[src/hw/dss_pkg.sv]
// constants and types shared by the spreading transmitter and correlator
// How it works
// - transmit byte goes out bit 0 first, then ascending to bit 7.
// - an 8-bit mask marks each data bit valid (1) or invalid (0).
// - valid bit sends its data; invalid bit sends preamble for that bit time.
// - shifting goes on while valid flags remain; mask 0x0f sends four bits.
// - the 64-bit code spreads each data bit in 64-chip mode.
// - the code splits into two 32-chip codes, used singly or alternately.
// - code chips go out from code bit 0 upward.
// - code bytes sit at 0x11 (bits 7:0) through 0x18 (bits 63:56).
// - a bit decodes as zero when matches stay at or below the low limit.
// - a zero bit is the inverted code, giving zero matches when perfect.
// - a one decision uses only the high limit; a zero needs the low limit and no one.
// - a bit decodes as one when matches reach the high limit, default 0x38.
// - empty sets when the byte enters the shifter; a byte write clears it.
// - underflow sets when the next bit is due but no byte waits.
// - overflow sets when a byte is written before the previous one was taken.
`default_nettype none
package dss_pkg;
  localparam logic [7:0] DSS_OFF_STATUS = 8'h0e;
  localparam logic [7:0] DSS_OFF_TX_BYTE = 8'h0f;
  localparam logic [7:0] DSS_OFF_VALID = 8'h10;
  localparam logic [7:0] DSS_OFF_CODE_LO = 8'h11;
  localparam logic [7:0] DSS_OFF_CODE_HI = 8'h18;
  localparam logic [7:0] DSS_OFF_ZLIM = 8'h19;
  localparam logic [7:0] DSS_OFF_OLIM = 8'h1a;
  localparam logic [7:0] DSS_OFF_MODE = 8'h1b;
  localparam logic [7:0] DSS_RST_TX_BYTE = 8'h00;
  localparam logic [7:0] DSS_RST_VALID = 8'h00;
  localparam logic [63:0] DSS_RST_CODE = 64'h1e8b6a3de0e9b222;
  localparam logic [6:0] DSS_RST_ZLIM = 7'h08;
  localparam logic [6:0] DSS_RST_OLIM = 7'h38;
  localparam int DSS_ST_EMPTY = 0;
  localparam int DSS_ST_DONE = 1;
  localparam int DSS_ST_OVF = 2;
  localparam int DSS_ST_UNF = 3;
  localparam logic [6:0] DSS_CHIPS_FULL = 7'h40;
  localparam logic [6:0] DSS_CHIPS_HALF = 7'h20;
  localparam logic [5:0] DSS_HALF_BASE = 6'h20;
  typedef enum logic [1:0] {
    DSS_M64 = 2'h0,
    DSS_M32_LO = 2'h1,
    DSS_M32_HI = 2'h2,
    DSS_M32_ALT = 2'h3
  } dss_mode_t;
  localparam dss_mode_t DSS_RST_MODE = DSS_M64;
  typedef enum logic [1:0] {
    DSS_IDLE = 2'b01,
    DSS_SEND = 2'b10
  } dss_state_t;
endpackage
`default_nettype wire

[src/hw/dss_spread_core.sv]
// transmit serializer with chip spreading and receive chip correlator
`timescale 1ns/10ps
`default_nettype none
module dss_spread_core import dss_pkg::*; (
  input wire logic clk,
  input wire logic sys_rst,
  input wire logic [7:0] reg_addr,
  input wire logic [7:0] reg_wdata,
  input wire logic reg_wr,
  input wire logic reg_rd,
  output logic [7:0] reg_rdata,
  output logic chip_out,
  output logic chip_valid,
  input wire logic chip_ready,
  input wire logic rx_chip,
  input wire logic rx_chip_valid,
  input wire logic rx_sync,
  output logic rx_bit,
  output logic rx_bit_valid
);
  function automatic logic [6:0] chips_per_bit(input dss_mode_t m);
    return (m == DSS_M64) ? DSS_CHIPS_FULL : DSS_CHIPS_HALF;
  endfunction
  function automatic logic code_chip(input logic [63:0] code,
      input dss_mode_t m, input logic half, input logic [6:0] idx);
    logic [5:0] base;
    base = 6'h00;
    if (m == DSS_M32_HI || (m == DSS_M32_ALT && half)) begin
      base = DSS_HALF_BASE;
    end
    return code[6'(base + idx[5:0])];
  endfunction

  logic [7:0] tx_byte_reg, tx_bit_valid_mask_reg;
  logic [63:0] spreading_code_reg;
  logic [6:0] zero_match_limit_reg, one_match_limit_reg;
  dss_mode_t mode_reg;
  logic empty_reg, done_reg, ovf_reg, unf_reg, pending_reg;
  dss_state_t state_reg;
  logic [7:0] sh_data_reg, sh_mask_reg;
  logic [6:0] cidx_reg;
  logic half_reg;
  logic buf_mem_reg [2];
  logic buf_wptr_reg, buf_rptr_reg;
  logic [1:0] buf_cnt_reg;
  logic [6:0] rx_idx_reg, rx_match_reg, last_match_reg;
  logic rx_half_reg;

  logic wr_byte, rd_status, push, last_chip, bit_end, byte_end, load;
  logic buf_in_ready, chip_in, pop, tx_chip;
  logic [7:0] rem_mask;
  logic [6:0] rx_sum;
  logic [2:0] code_sel;

  assign wr_byte = reg_wr && reg_addr == DSS_OFF_TX_BYTE;
  assign rd_status = reg_rd && reg_addr == DSS_OFF_STATUS;
  assign code_sel = 3'(reg_addr - DSS_OFF_CODE_LO);
  assign buf_in_ready = buf_cnt_reg != 2'h2;
  assign push = state_reg == DSS_SEND && buf_in_ready;
  assign last_chip = cidx_reg == 7'(chips_per_bit(mode_reg) - 7'h01);
  assign bit_end = push && last_chip;
  assign rem_mask = {1'b0, sh_mask_reg[7:1]};
  assign byte_end = bit_end && rem_mask == 8'h00;
  assign load = pending_reg && (state_reg == DSS_IDLE || byte_end);
  assign tx_chip = code_chip(spreading_code_reg, mode_reg, half_reg,
    cidx_reg);
  // zero inverts code, invalid bit sends preamble
  assign chip_in = (sh_mask_reg[0] && !sh_data_reg[0]) ? !tx_chip : tx_chip;

  always_ff @(posedge clk) begin
    if (sys_rst) begin
      tx_byte_reg <= DSS_RST_TX_BYTE;
      tx_bit_valid_mask_reg <= DSS_RST_VALID;
      spreading_code_reg <= DSS_RST_CODE;
      zero_match_limit_reg <= DSS_RST_ZLIM;
      one_match_limit_reg <= DSS_RST_OLIM;
      mode_reg <= DSS_RST_MODE;
    end else if (reg_wr) begin
      if (reg_addr == DSS_OFF_TX_BYTE) tx_byte_reg <= reg_wdata;
      if (reg_addr == DSS_OFF_VALID) tx_bit_valid_mask_reg <= reg_wdata;
      if (reg_addr >= DSS_OFF_CODE_LO && reg_addr <= DSS_OFF_CODE_HI) begin
        spreading_code_reg[{code_sel, 3'h0} +: 8] <= reg_wdata;
      end
      if (reg_addr == DSS_OFF_ZLIM) zero_match_limit_reg <= reg_wdata[6:0];
      if (reg_addr == DSS_OFF_OLIM) one_match_limit_reg <= reg_wdata[6:0];
      if (reg_addr == DSS_OFF_MODE) mode_reg <= dss_mode_t'(reg_wdata[1:0]);
    end
  end

  // read data is registered, one cycle after reg_rd
  always_ff @(posedge clk) begin
    if (sys_rst) begin
      reg_rdata <= 8'h00;
    end else if (reg_rd) begin
      reg_rdata <= 8'h00;
      if (reg_addr == DSS_OFF_STATUS) begin
        reg_rdata <= {4'h0, unf_reg, ovf_reg, done_reg, empty_reg};
      end
      if (reg_addr == DSS_OFF_TX_BYTE) reg_rdata <= tx_byte_reg;
      if (reg_addr == DSS_OFF_VALID) reg_rdata <= tx_bit_valid_mask_reg;
      if (reg_addr >= DSS_OFF_CODE_LO && reg_addr <= DSS_OFF_CODE_HI) begin
        reg_rdata <= spreading_code_reg[{code_sel, 3'h0} +: 8];
      end
      if (reg_addr == DSS_OFF_ZLIM) reg_rdata <= {1'b0, zero_match_limit_reg};
      if (reg_addr == DSS_OFF_OLIM) reg_rdata <= {1'b0, one_match_limit_reg};
      if (reg_addr == DSS_OFF_MODE) reg_rdata <= {6'h00, mode_reg};
    end
  end

  // status flags: a set in the same cycle as a clear wins
  always_ff @(posedge clk) begin
    if (sys_rst) begin
      empty_reg <= 1'b0;
      done_reg <= 1'b0;
      ovf_reg <= 1'b0;
      unf_reg <= 1'b0;
      pending_reg <= 1'b0;
    end else begin
      empty_reg <= load || (empty_reg && !wr_byte);
      unf_reg <= (byte_end && !pending_reg) || (unf_reg && !rd_status);
      done_reg <= (byte_end && !pending_reg) || (done_reg && !rd_status);
      ovf_reg <= (wr_byte && pending_reg && !load) || (ovf_reg && !rd_status);
      pending_reg <= wr_byte || (pending_reg && !load);
    end
  end

  always_ff @(posedge clk) begin
    if (sys_rst) begin
      state_reg <= DSS_IDLE;
      sh_data_reg <= 8'h00;
      sh_mask_reg <= 8'h00;
      cidx_reg <= 7'h00;
      half_reg <= 1'b0;
    end else if (load) begin
      sh_data_reg <= tx_byte_reg;
      sh_mask_reg <= tx_bit_valid_mask_reg;
      cidx_reg <= 7'h00;
      if (state_reg == DSS_IDLE) half_reg <= 1'b0;
      else half_reg <= !half_reg;
      // an all-invalid byte sends nothing
      state_reg <= (tx_bit_valid_mask_reg != 8'h00) ? DSS_SEND : DSS_IDLE;
    end else if (bit_end) begin
      sh_data_reg <= {1'b0, sh_data_reg[7:1]};
      sh_mask_reg <= rem_mask;
      cidx_reg <= 7'h00;
      half_reg <= !half_reg;
      if (rem_mask == 8'h00) state_reg <= DSS_IDLE;
    end else if (push) begin
      cidx_reg <= 7'(cidx_reg + 7'h01);
    end
  end

  // two-entry chip buffer; a stalled modem holds the shifter, no chip lost
  assign pop = chip_valid && chip_ready;
  assign chip_valid = buf_cnt_reg != 2'h0;
  assign chip_out = buf_mem_reg[buf_rptr_reg];
  always_ff @(posedge clk) begin
    if (sys_rst) begin
      buf_mem_reg[0] <= 1'b0;
      buf_mem_reg[1] <= 1'b0;
      buf_wptr_reg <= 1'b0;
      buf_rptr_reg <= 1'b0;
      buf_cnt_reg <= 2'h0;
    end else begin
      if (push) buf_mem_reg[buf_wptr_reg] <= chip_in;
      if (push) buf_wptr_reg <= !buf_wptr_reg;
      if (pop) buf_rptr_reg <= !buf_rptr_reg;
      if (push && !pop) buf_cnt_reg <= 2'(buf_cnt_reg + 2'h1);
      if (pop && !push) buf_cnt_reg <= 2'(buf_cnt_reg - 2'h1);
    end
  end

  // correlator; counts between limits give no bit
  assign rx_sum = 7'(rx_match_reg + {6'h00, rx_chip == code_chip(
    spreading_code_reg, mode_reg, rx_half_reg, rx_idx_reg)});
  always_ff @(posedge clk) begin
    if (sys_rst || rx_sync) begin
      rx_idx_reg <= 7'h00;
      rx_match_reg <= 7'h00;
      rx_half_reg <= 1'b0;
      rx_bit <= 1'b0;
      rx_bit_valid <= 1'b0;
      last_match_reg <= 7'h00;
    end else begin
      rx_bit_valid <= 1'b0;
      if (rx_chip_valid) begin
        if (rx_idx_reg == 7'(chips_per_bit(mode_reg) - 7'h01)) begin
          rx_idx_reg <= 7'h00;
          rx_match_reg <= 7'h00;
          rx_half_reg <= !rx_half_reg;
          last_match_reg <= rx_sum;
          rx_bit <= rx_sum >= one_match_limit_reg;
          rx_bit_valid <= rx_sum >= one_match_limit_reg ||
            rx_sum <= zero_match_limit_reg;
        end else begin
          rx_idx_reg <= 7'(rx_idx_reg + 7'h01);
          rx_match_reg <= rx_sum;
        end
      end
    end
  end
endmodule // dss_spread_core
`default_nettype wire

[config.mk]
export PLATFORM = sky130hd
export DESIGN_NAME = dss_spread_core
export DESIGN_NICKNAME = d
export VERILOG_FILES = /design/src/hw/dss_pkg.sv /design/src/hw/dss_spread_core.sv
export SDC_FILE = /design/constraint.sdc
export NUM_CORES = 1
export LEC_CHECK = 0
export ABC_CLOCK_PERIOD_IN_PS = 5000
export BUFFER_PORTS_ARGS = -buffer_cell sky130_fd_sc_hd__buf_4
export CORE_ASPECT_RATIO = 0.5
export CORE_MARGIN = 3
export CORE_UTILIZATION = 35
export DETAILED_ROUTE_END_ITERATION = 8
export GPL_TIMING_DRIVEN = 1
export PLACE_DENSITY_LB_ADDON = 0.3
export SYNTH_ARGS = -nofsm -noshare
export SYNTH_HDL_FRONTEND = slang
export SYNTH_SLANG_ARGS = --single-unit
[constraint.sdc]
create_clock -name clk -period 5 [get_ports clk]
set_clock_uncertainty 0.2 [all_clocks]
set_input_delay 0.5 -clock clk [delete_from_list [all_inputs] [get_ports clk]]
set_output_delay 0.5 -clock clk [all_outputs]
set_load 0.02 [all_outputs]
# Word level (Yosys, flattened, before mapping)
# Memory sizes are Yosys's and may differ from the RTL's. A register that Yosys moved wholly into a read port is not among the register bits.
# Cells that the tools add are included.
# W data, S select, Z words.
# totals
word_cells	163
inputBits	24
output_inout_bits	12
register_bits	156
ramBits	2
n_memories	1
# mem_list
memory	words	width	rd	rd_clocked_by_memory_dff	write_ports	line	rtl
buf_mem_reg	2	1	1	1	2	dss_spread_core.sv:43	logic buf_mem_reg [2];
# op_classes
eq_ne	14
reduce_logical	61
bitwise_logic	2
n_shift	3
n_addsub	10
order_cmp	6
muxes	41
# ops
operator	count
$mux W8	10
$bwmux W64	1
$shift A8 B8 Y64 const A	1
$shiftx A64 B7 Y8	1
$shiftx A8 B8 Y64	1
$eq A8 B5 Y1 const B	4
$logic_and A1 B1 Y1	21
$mux W7	3
$eq A8 B4 Y1 const B	2
$mux W1	16
$reduce_and A2 Y1	8
$add A7 B1 Y7 const B	2
$eq A7 B7 Y1	2
$lt A6 B7 Y1 const B	2
$add A6 B6 Y6	2
$bmux W1 S6	2
$logic_not A1 Y1	12
$mux W2	6
$mux W6	2
$logic_or A1 B1 Y1	10
$ge A8 B5 Y1 const B	1
$le A8 B5 Y1 const B	1
$logic_not A8 Y1	1
$neg A6 Y8	1
other kinds (18)	25

# Longest topological paths before layout
# logic_depth
word_depth	11
ltp_mapped	18
depth_no_buf	17

# Worst setup path after synthesis
# No wires, ideal clock.
# synth_path
path_type	flip-flop to flip-flop
from	reg rx_idx_reg[0]
to	reg rx_bit_valid
t_required_ps	4709
t_arrival_ps	3807
stages_incl_launch_ff	18
path_slack_ps	902
n_path_buf	2
synth_period_minus_slack_ps	4098
setup_time_ps	91
path_cell_list	dfxtp_1 > buf_2 > buf_2 > mux4_2 > mux4_2 > mux2i_1 > a21oi_1 > xnor2_1 > ha_1 > nand3_1 > nor2_1 > xor2_1 > ha_1 > a21o_1 > a21oi_1 > o21ai_0 > o21a_1 > a311oi_1
# synth_between
elab_chain_cells	7
word_cells_on_any_way	11
cone_classes	2 x add/sub; 2 x order compare; 2 x eq/ne; 2 x mux; 1 x bitwise; 2 x reduce/logical
# synth_rtl
item	line	rtl
start, declared	dss_spread_core.sv:46	logic [6:0] rx_idx_reg, rx_match_reg, last_match_reg;
start signal, assigned	dss_spread_core.sv:196	rx_idx_reg <= 7'(rx_idx_reg + 7'h01);
$add A6 B6 Y6	dss_spread_core.sv:31	return code[6'(base + idx[5:0])];
$bmux W1 S6	dss_spread_core.sv:31	
$mux W1 (not written as such)	dss_spread_core.sv:31	
$eq A1 B1 Y1	dss_spread_core.sv:174	assign rx_sum = 7'(rx_match_reg + {6'h00, rx_chip == code_chip(
$add A7 B1 Y7	dss_spread_core.sv:174	
$ge A7 B7 Y1 or $le A7 B7 Y1 (tied branches)	dss_spread_core.sv:193, dss_spread_core.sv:194	
$logic_or A1 B1 Y1	dss_spread_core.sv:193	rx_bit_valid <= rx_sum >= one_match_limit_reg ||
end signal, assigned	dss_spread_core.sv:193	
end, declared	dss_spread_core.sv:19	output logic rx_bit_valid
# Several ways; a longest one is shown, not always the timed one. The select of a mux whose other input is x is not followed.
# A chain may end at the register's enable or synchronous reset.

# Worst setup path after layout
# Same ends and word-level chain as after synthesis.

==> run summary <==
=================================================================================================
Netlist Area Pre-Place                                                               0.00882 mm^2
Setup slack of the critical path after layout                                            0.517 ns
Proportion of synthesized chip area in sequential cells                                     0.363
Via Count                                                                                    7417
Placed cell areas                                                                    0.00926 mm^2
Net total in the final layout                                                                1029
WHS Path Cells                                                                                  2
Flip-flop cell with the highest count after synthesis                                sky130_fd_sc_hd__dfxtp_1
Worst Hold End                                                                       spreading_code_reg[36]$_SDFFE_PP1P_
Leakage power figure                                                                      3.62 nW
Slew headroom                                                                               0.116
Setup fix buffers added after clock tree synthesis                                              0
Number of antenna violations at the first check in global routing                               0
Total Wirelength                                                                          25.7 mm
FF-to-FF path depth                                                                            16
Core Rows                                                                                      40
Cell count after synthesis                                                                    985
Delay of the slowest cell on the worst path                                               0.58 ns
FF+latch count, synth                                                                         159
Post-DR wirelength/cell                                                                   19.4 um
Total power divided by cell area                                                      291 mW/mm^2
Top achievable clock speed                                                                223 MHz
Number of distinct library cell variants in the gate-level netlist after synthesis             60
Yosys synthesis warning count                                                                   0
Start of the worst register-to-register path                                         rx_idx_reg[0]$_SDFFE_PP0P_
Detailed placement HPWL                                                                   19.0 mm
Number of top-level pins                                                                       36
Worst slack at placement                                                                 0.490 ns
Post-CTS resize count                                                                           0
Maximum resistive drop on vdd                                                            0.234 mV
Residual overflow from global routing                                                           0
Antenna-violating nets left                                                                     0
Worst skew pair latency                                                                   0.44 ns
Hold_sp                                                                              reg_wdata[4]
Slew Viols, Final                                                                               0
Type of the worst setup path                                                         flop to flop
Chip width                                                                                 230 um
Root Driver                                                                          sky130_fd_sc_hd__clkbuf_16
Count of hold buffers inserted by post-cts repair                                               0
Setup violators final                                                                           0
Mean number of vias per cell                                                                 5.59
Number of global-route vias before repair                                                    6949
Full die area                                                                         0.0272 mm^2
Routability-driven placement congestion ratio                                               0.936
Portion of synthesized cell area occupied by the leading cell type                          0.357
First-pass GRT wire length                                                                40.0 mm
Number of buffer cells added on primary ports                                                  35
Number of DRC markers after the initial detailed-route iteration                              721
Worst-path clk slew                                                                       0.06 ns
Core outline area                                                                     0.0244 mm^2
Unrepaired setup endpoints after global routing                                             false
Data arrival time of the critical path                                                    4.63 ns
Final std cell area, no fill                                                         0.00989 mm^2
Shortest period the worst path allows                                                     4.48 ns
Required @ worst endpoint                                                                 5.15 ns
Startpoint class of the critical path                                                        flop
Critical-path maximum fanout                                                                    8
Longest Clk Path Bufs                                                                           2
Number of max-cap violations                                                                    0
Max stage delay cell, worst path                                                     sky130_fd_sc_hd__dfxtp_1
Library cell occupying the most area in the post-synthesis netlist                   sky130_fd_sc_hd__dfxtp_1
Initial DRT Pass Iterations                                                                     5
Async set or reset register ratio after synthesis                                               0
Largest net degree at the start of global routing                                              57
Total CTS buffers                                                                              17
Run status                                                                           finished, final reports clean
Worst-case register-to-register setup slack                                               0.52 ns
Proportion of layout cells with a drive suffix above 1                                      0.142
Tightest Hold Check Type                                                             input pin to flop
Count of H-tree levels built during CTS                                                         4
Initial Util                                                                                0.362
Top post-synthesis cells by count                                                    sky130_fd_sc_hd__nor2_1 (178), sky130_fd_sc_hd__dfxtp_1 (157), sky130_fd_sc_hd__nand2_1 (86), sky130_fd_sc_hd__a21oi_1 (85), sky130_fd_sc_hd__mux4_2 (50)
Cell type with the highest occurrence count on the critical path                     sky130_fd_sc_hd__ha_1
Worst setup EP type                                                                          flop
Die Ht                                                                                     118 um
EDFF count, synth                                                                               2
Setup Total Neg Slack                                                                        0 ns
Number of diodes added for antenna fixing                                                       0
Most instantiated library cell after synthesis                                       sky130_fd_sc_hd__nor2_1
Transition time at the pin with the least slew margin                                     1.29 ns
FF-to-FF End                                                                         rx_bit_valid$_SDFF_PP0_
Sink count of the clock tree                                                                  159
TritonCTS clock tree                                                                          yes
Drc violations                                                                                  0
Layout overhead on the synthesized area                                                     12.2%
Period utilization                                                                          0.897
Synthesized area divided by synthesized cell count                                      8.95 um^2
Number of flip-flops in the largest register                                                   64
Final Hold Fails                                                                                0
Crit path cell chain                                                                 buf_4 -> mux4_2 -> mux4_2 -> mux2i_1 -> a21oi_1 -> xnor2_1 -> ha_1 -> ha_1 -> nand3_1 -> nor2_1 -> xor2_1 -> ha_1 -> a21oi_1 -> o21ai_0 -> o21a_1 -> a311oi_1
GRT Util Overall                                                                            0.189
Number of nets in the synthesized netlist                                                    1036
Top cells by area, synth                                                             sky130_fd_sc_hd__dfxtp_1 (36%), sky130_fd_sc_hd__mux4_2 (13%), sky130_fd_sc_hd__nor2_1 (7.6%)
=================================================================================================
==> report_power, final <==
group | total (W) | internal (W) | switching, W
Clock | 0.00140 | 0.000851 | 0.000547
Sequential | 0.00128 | 0.00127 | 0.00000500
Combinational | 0.000202 | 0.0000709 | 0.000131
==> layout make-up <==
type | count | area (um^2)
Multi-Input combinational cell | 726 | 5190
Inverter | 29 | 109
Clock buffer | 19 | 443
Tap cell | 336 | 420
Sequential cell | 159 | 3200
Clock inverter | 13 | 186
Timing Repair Buffer | 45 | 338
Fill cell | 2389 | 14500
==> how the worst max path moves through the flow <==
stage,start,endpoint,slack [ns],cells after the start
floorplan,rx_idx_reg[0]$_SDFFE_PP0P_,rx_bit_valid$_SDFF_PP0_,0.90,17
global placement,rx_idx_reg[0]$_SDFFE_PP0P_,rx_bit_valid$_SDFF_PP0_,0.59,16
detailed placement,rx_idx_reg[0]$_SDFFE_PP0P_,rx_bit_valid$_SDFF_PP0_,0.49,16
CTS,rx_idx_reg[0]$_SDFFE_PP0P_,rx_bit_valid$_SDFF_PP0_,0.46,16
global route,rx_idx_reg[0]$_SDFFE_PP0P_,rx_bit_valid$_SDFF_PP0_,0.17,16
finish,rx_idx_reg[0]$_SDFFE_PP0P_,rx_bit_valid$_SDFF_PP0_,0.52,16
==> critical path, delay by kind of cell (launching register included) <==
kind	cells	cell delay (ns)
mux	3	1.16
compound gates	5	0.72
fa+ha+maj	3	0.66
flops	1	0.58
xor+xnor	2	0.50
buf+inv	1	0.29
simple gates	2	0.28
==> cells in the final DEF, fill, tap and decap left out, types with 14 or more instances in the layout <==
master and count:
sky130_fd_sc_hd__a211o_1 35, sky130_fd_sc_hd__a211oi_1 19, sky130_fd_sc_hd__a21oi_1 85, sky130_fd_sc_hd__buf_4 45
sky130_fd_sc_hd__clkbuf_16 17, sky130_fd_sc_hd__dfxtp_1 157, sky130_fd_sc_hd__ha_1 27, sky130_fd_sc_hd__inv_1 26
sky130_fd_sc_hd__mux2i_1 44, sky130_fd_sc_hd__mux4_2 50, sky130_fd_sc_hd__nand2_1 86, sky130_fd_sc_hd__nand3_1 20
sky130_fd_sc_hd__nor2_1 178, sky130_fd_sc_hd__nor2b_1 19, sky130_fd_sc_hd__o21ai_0 26, sky130_fd_sc_hd__xnor2_1 14
==> layer usage <==
| metal | wire [um] | share of wire | up-vias | global-route usage |
|---|---|---|---|---|
| li1 | - | - | 3531 | - |
| met1 | 11600 | 0.45 | 3544 | 0.268 |
| met2 | 11100 | 0.43 | 306 | 0.277 |
| met3 | 2580 | 0.10 | 36 | 0.0576 |
| met4 | 417 | 0.016 | 0 | 0.0529 |
| met5 | 0 | 0 | - | 0 |
==> kinds of logic after synthesis <==
family / share of synthesized area
muxes: 0.180
adders and majority gates: 0.0383
and+or+nand+nor: 0.185
xor gates and xnor gates: 0.0277
buffers and inverters: 0.0478
AOI/OAI and AO/OA: 0.158
DFF: 0.363
==> stage by stage <==
stage / total power, W / hold slack (ns) / util / std cells
after floorplan: 0.00144 / 0.235 / - / 985
after global placement: 0.00150 / 0.242 / 0.380 / 1295
after detailed placement: 0.00151 / 0.253 / 0.380 / 1295
after CTS: 0.00291 / 0.169 / 0.406 / 1327
after global routing: 0.00298 / 0.181 / 0.406 / 1327
final: 0.00288 / 0.193 / 0.406 / 1327
Note: power is estimated with default switching activity, not from simulation.
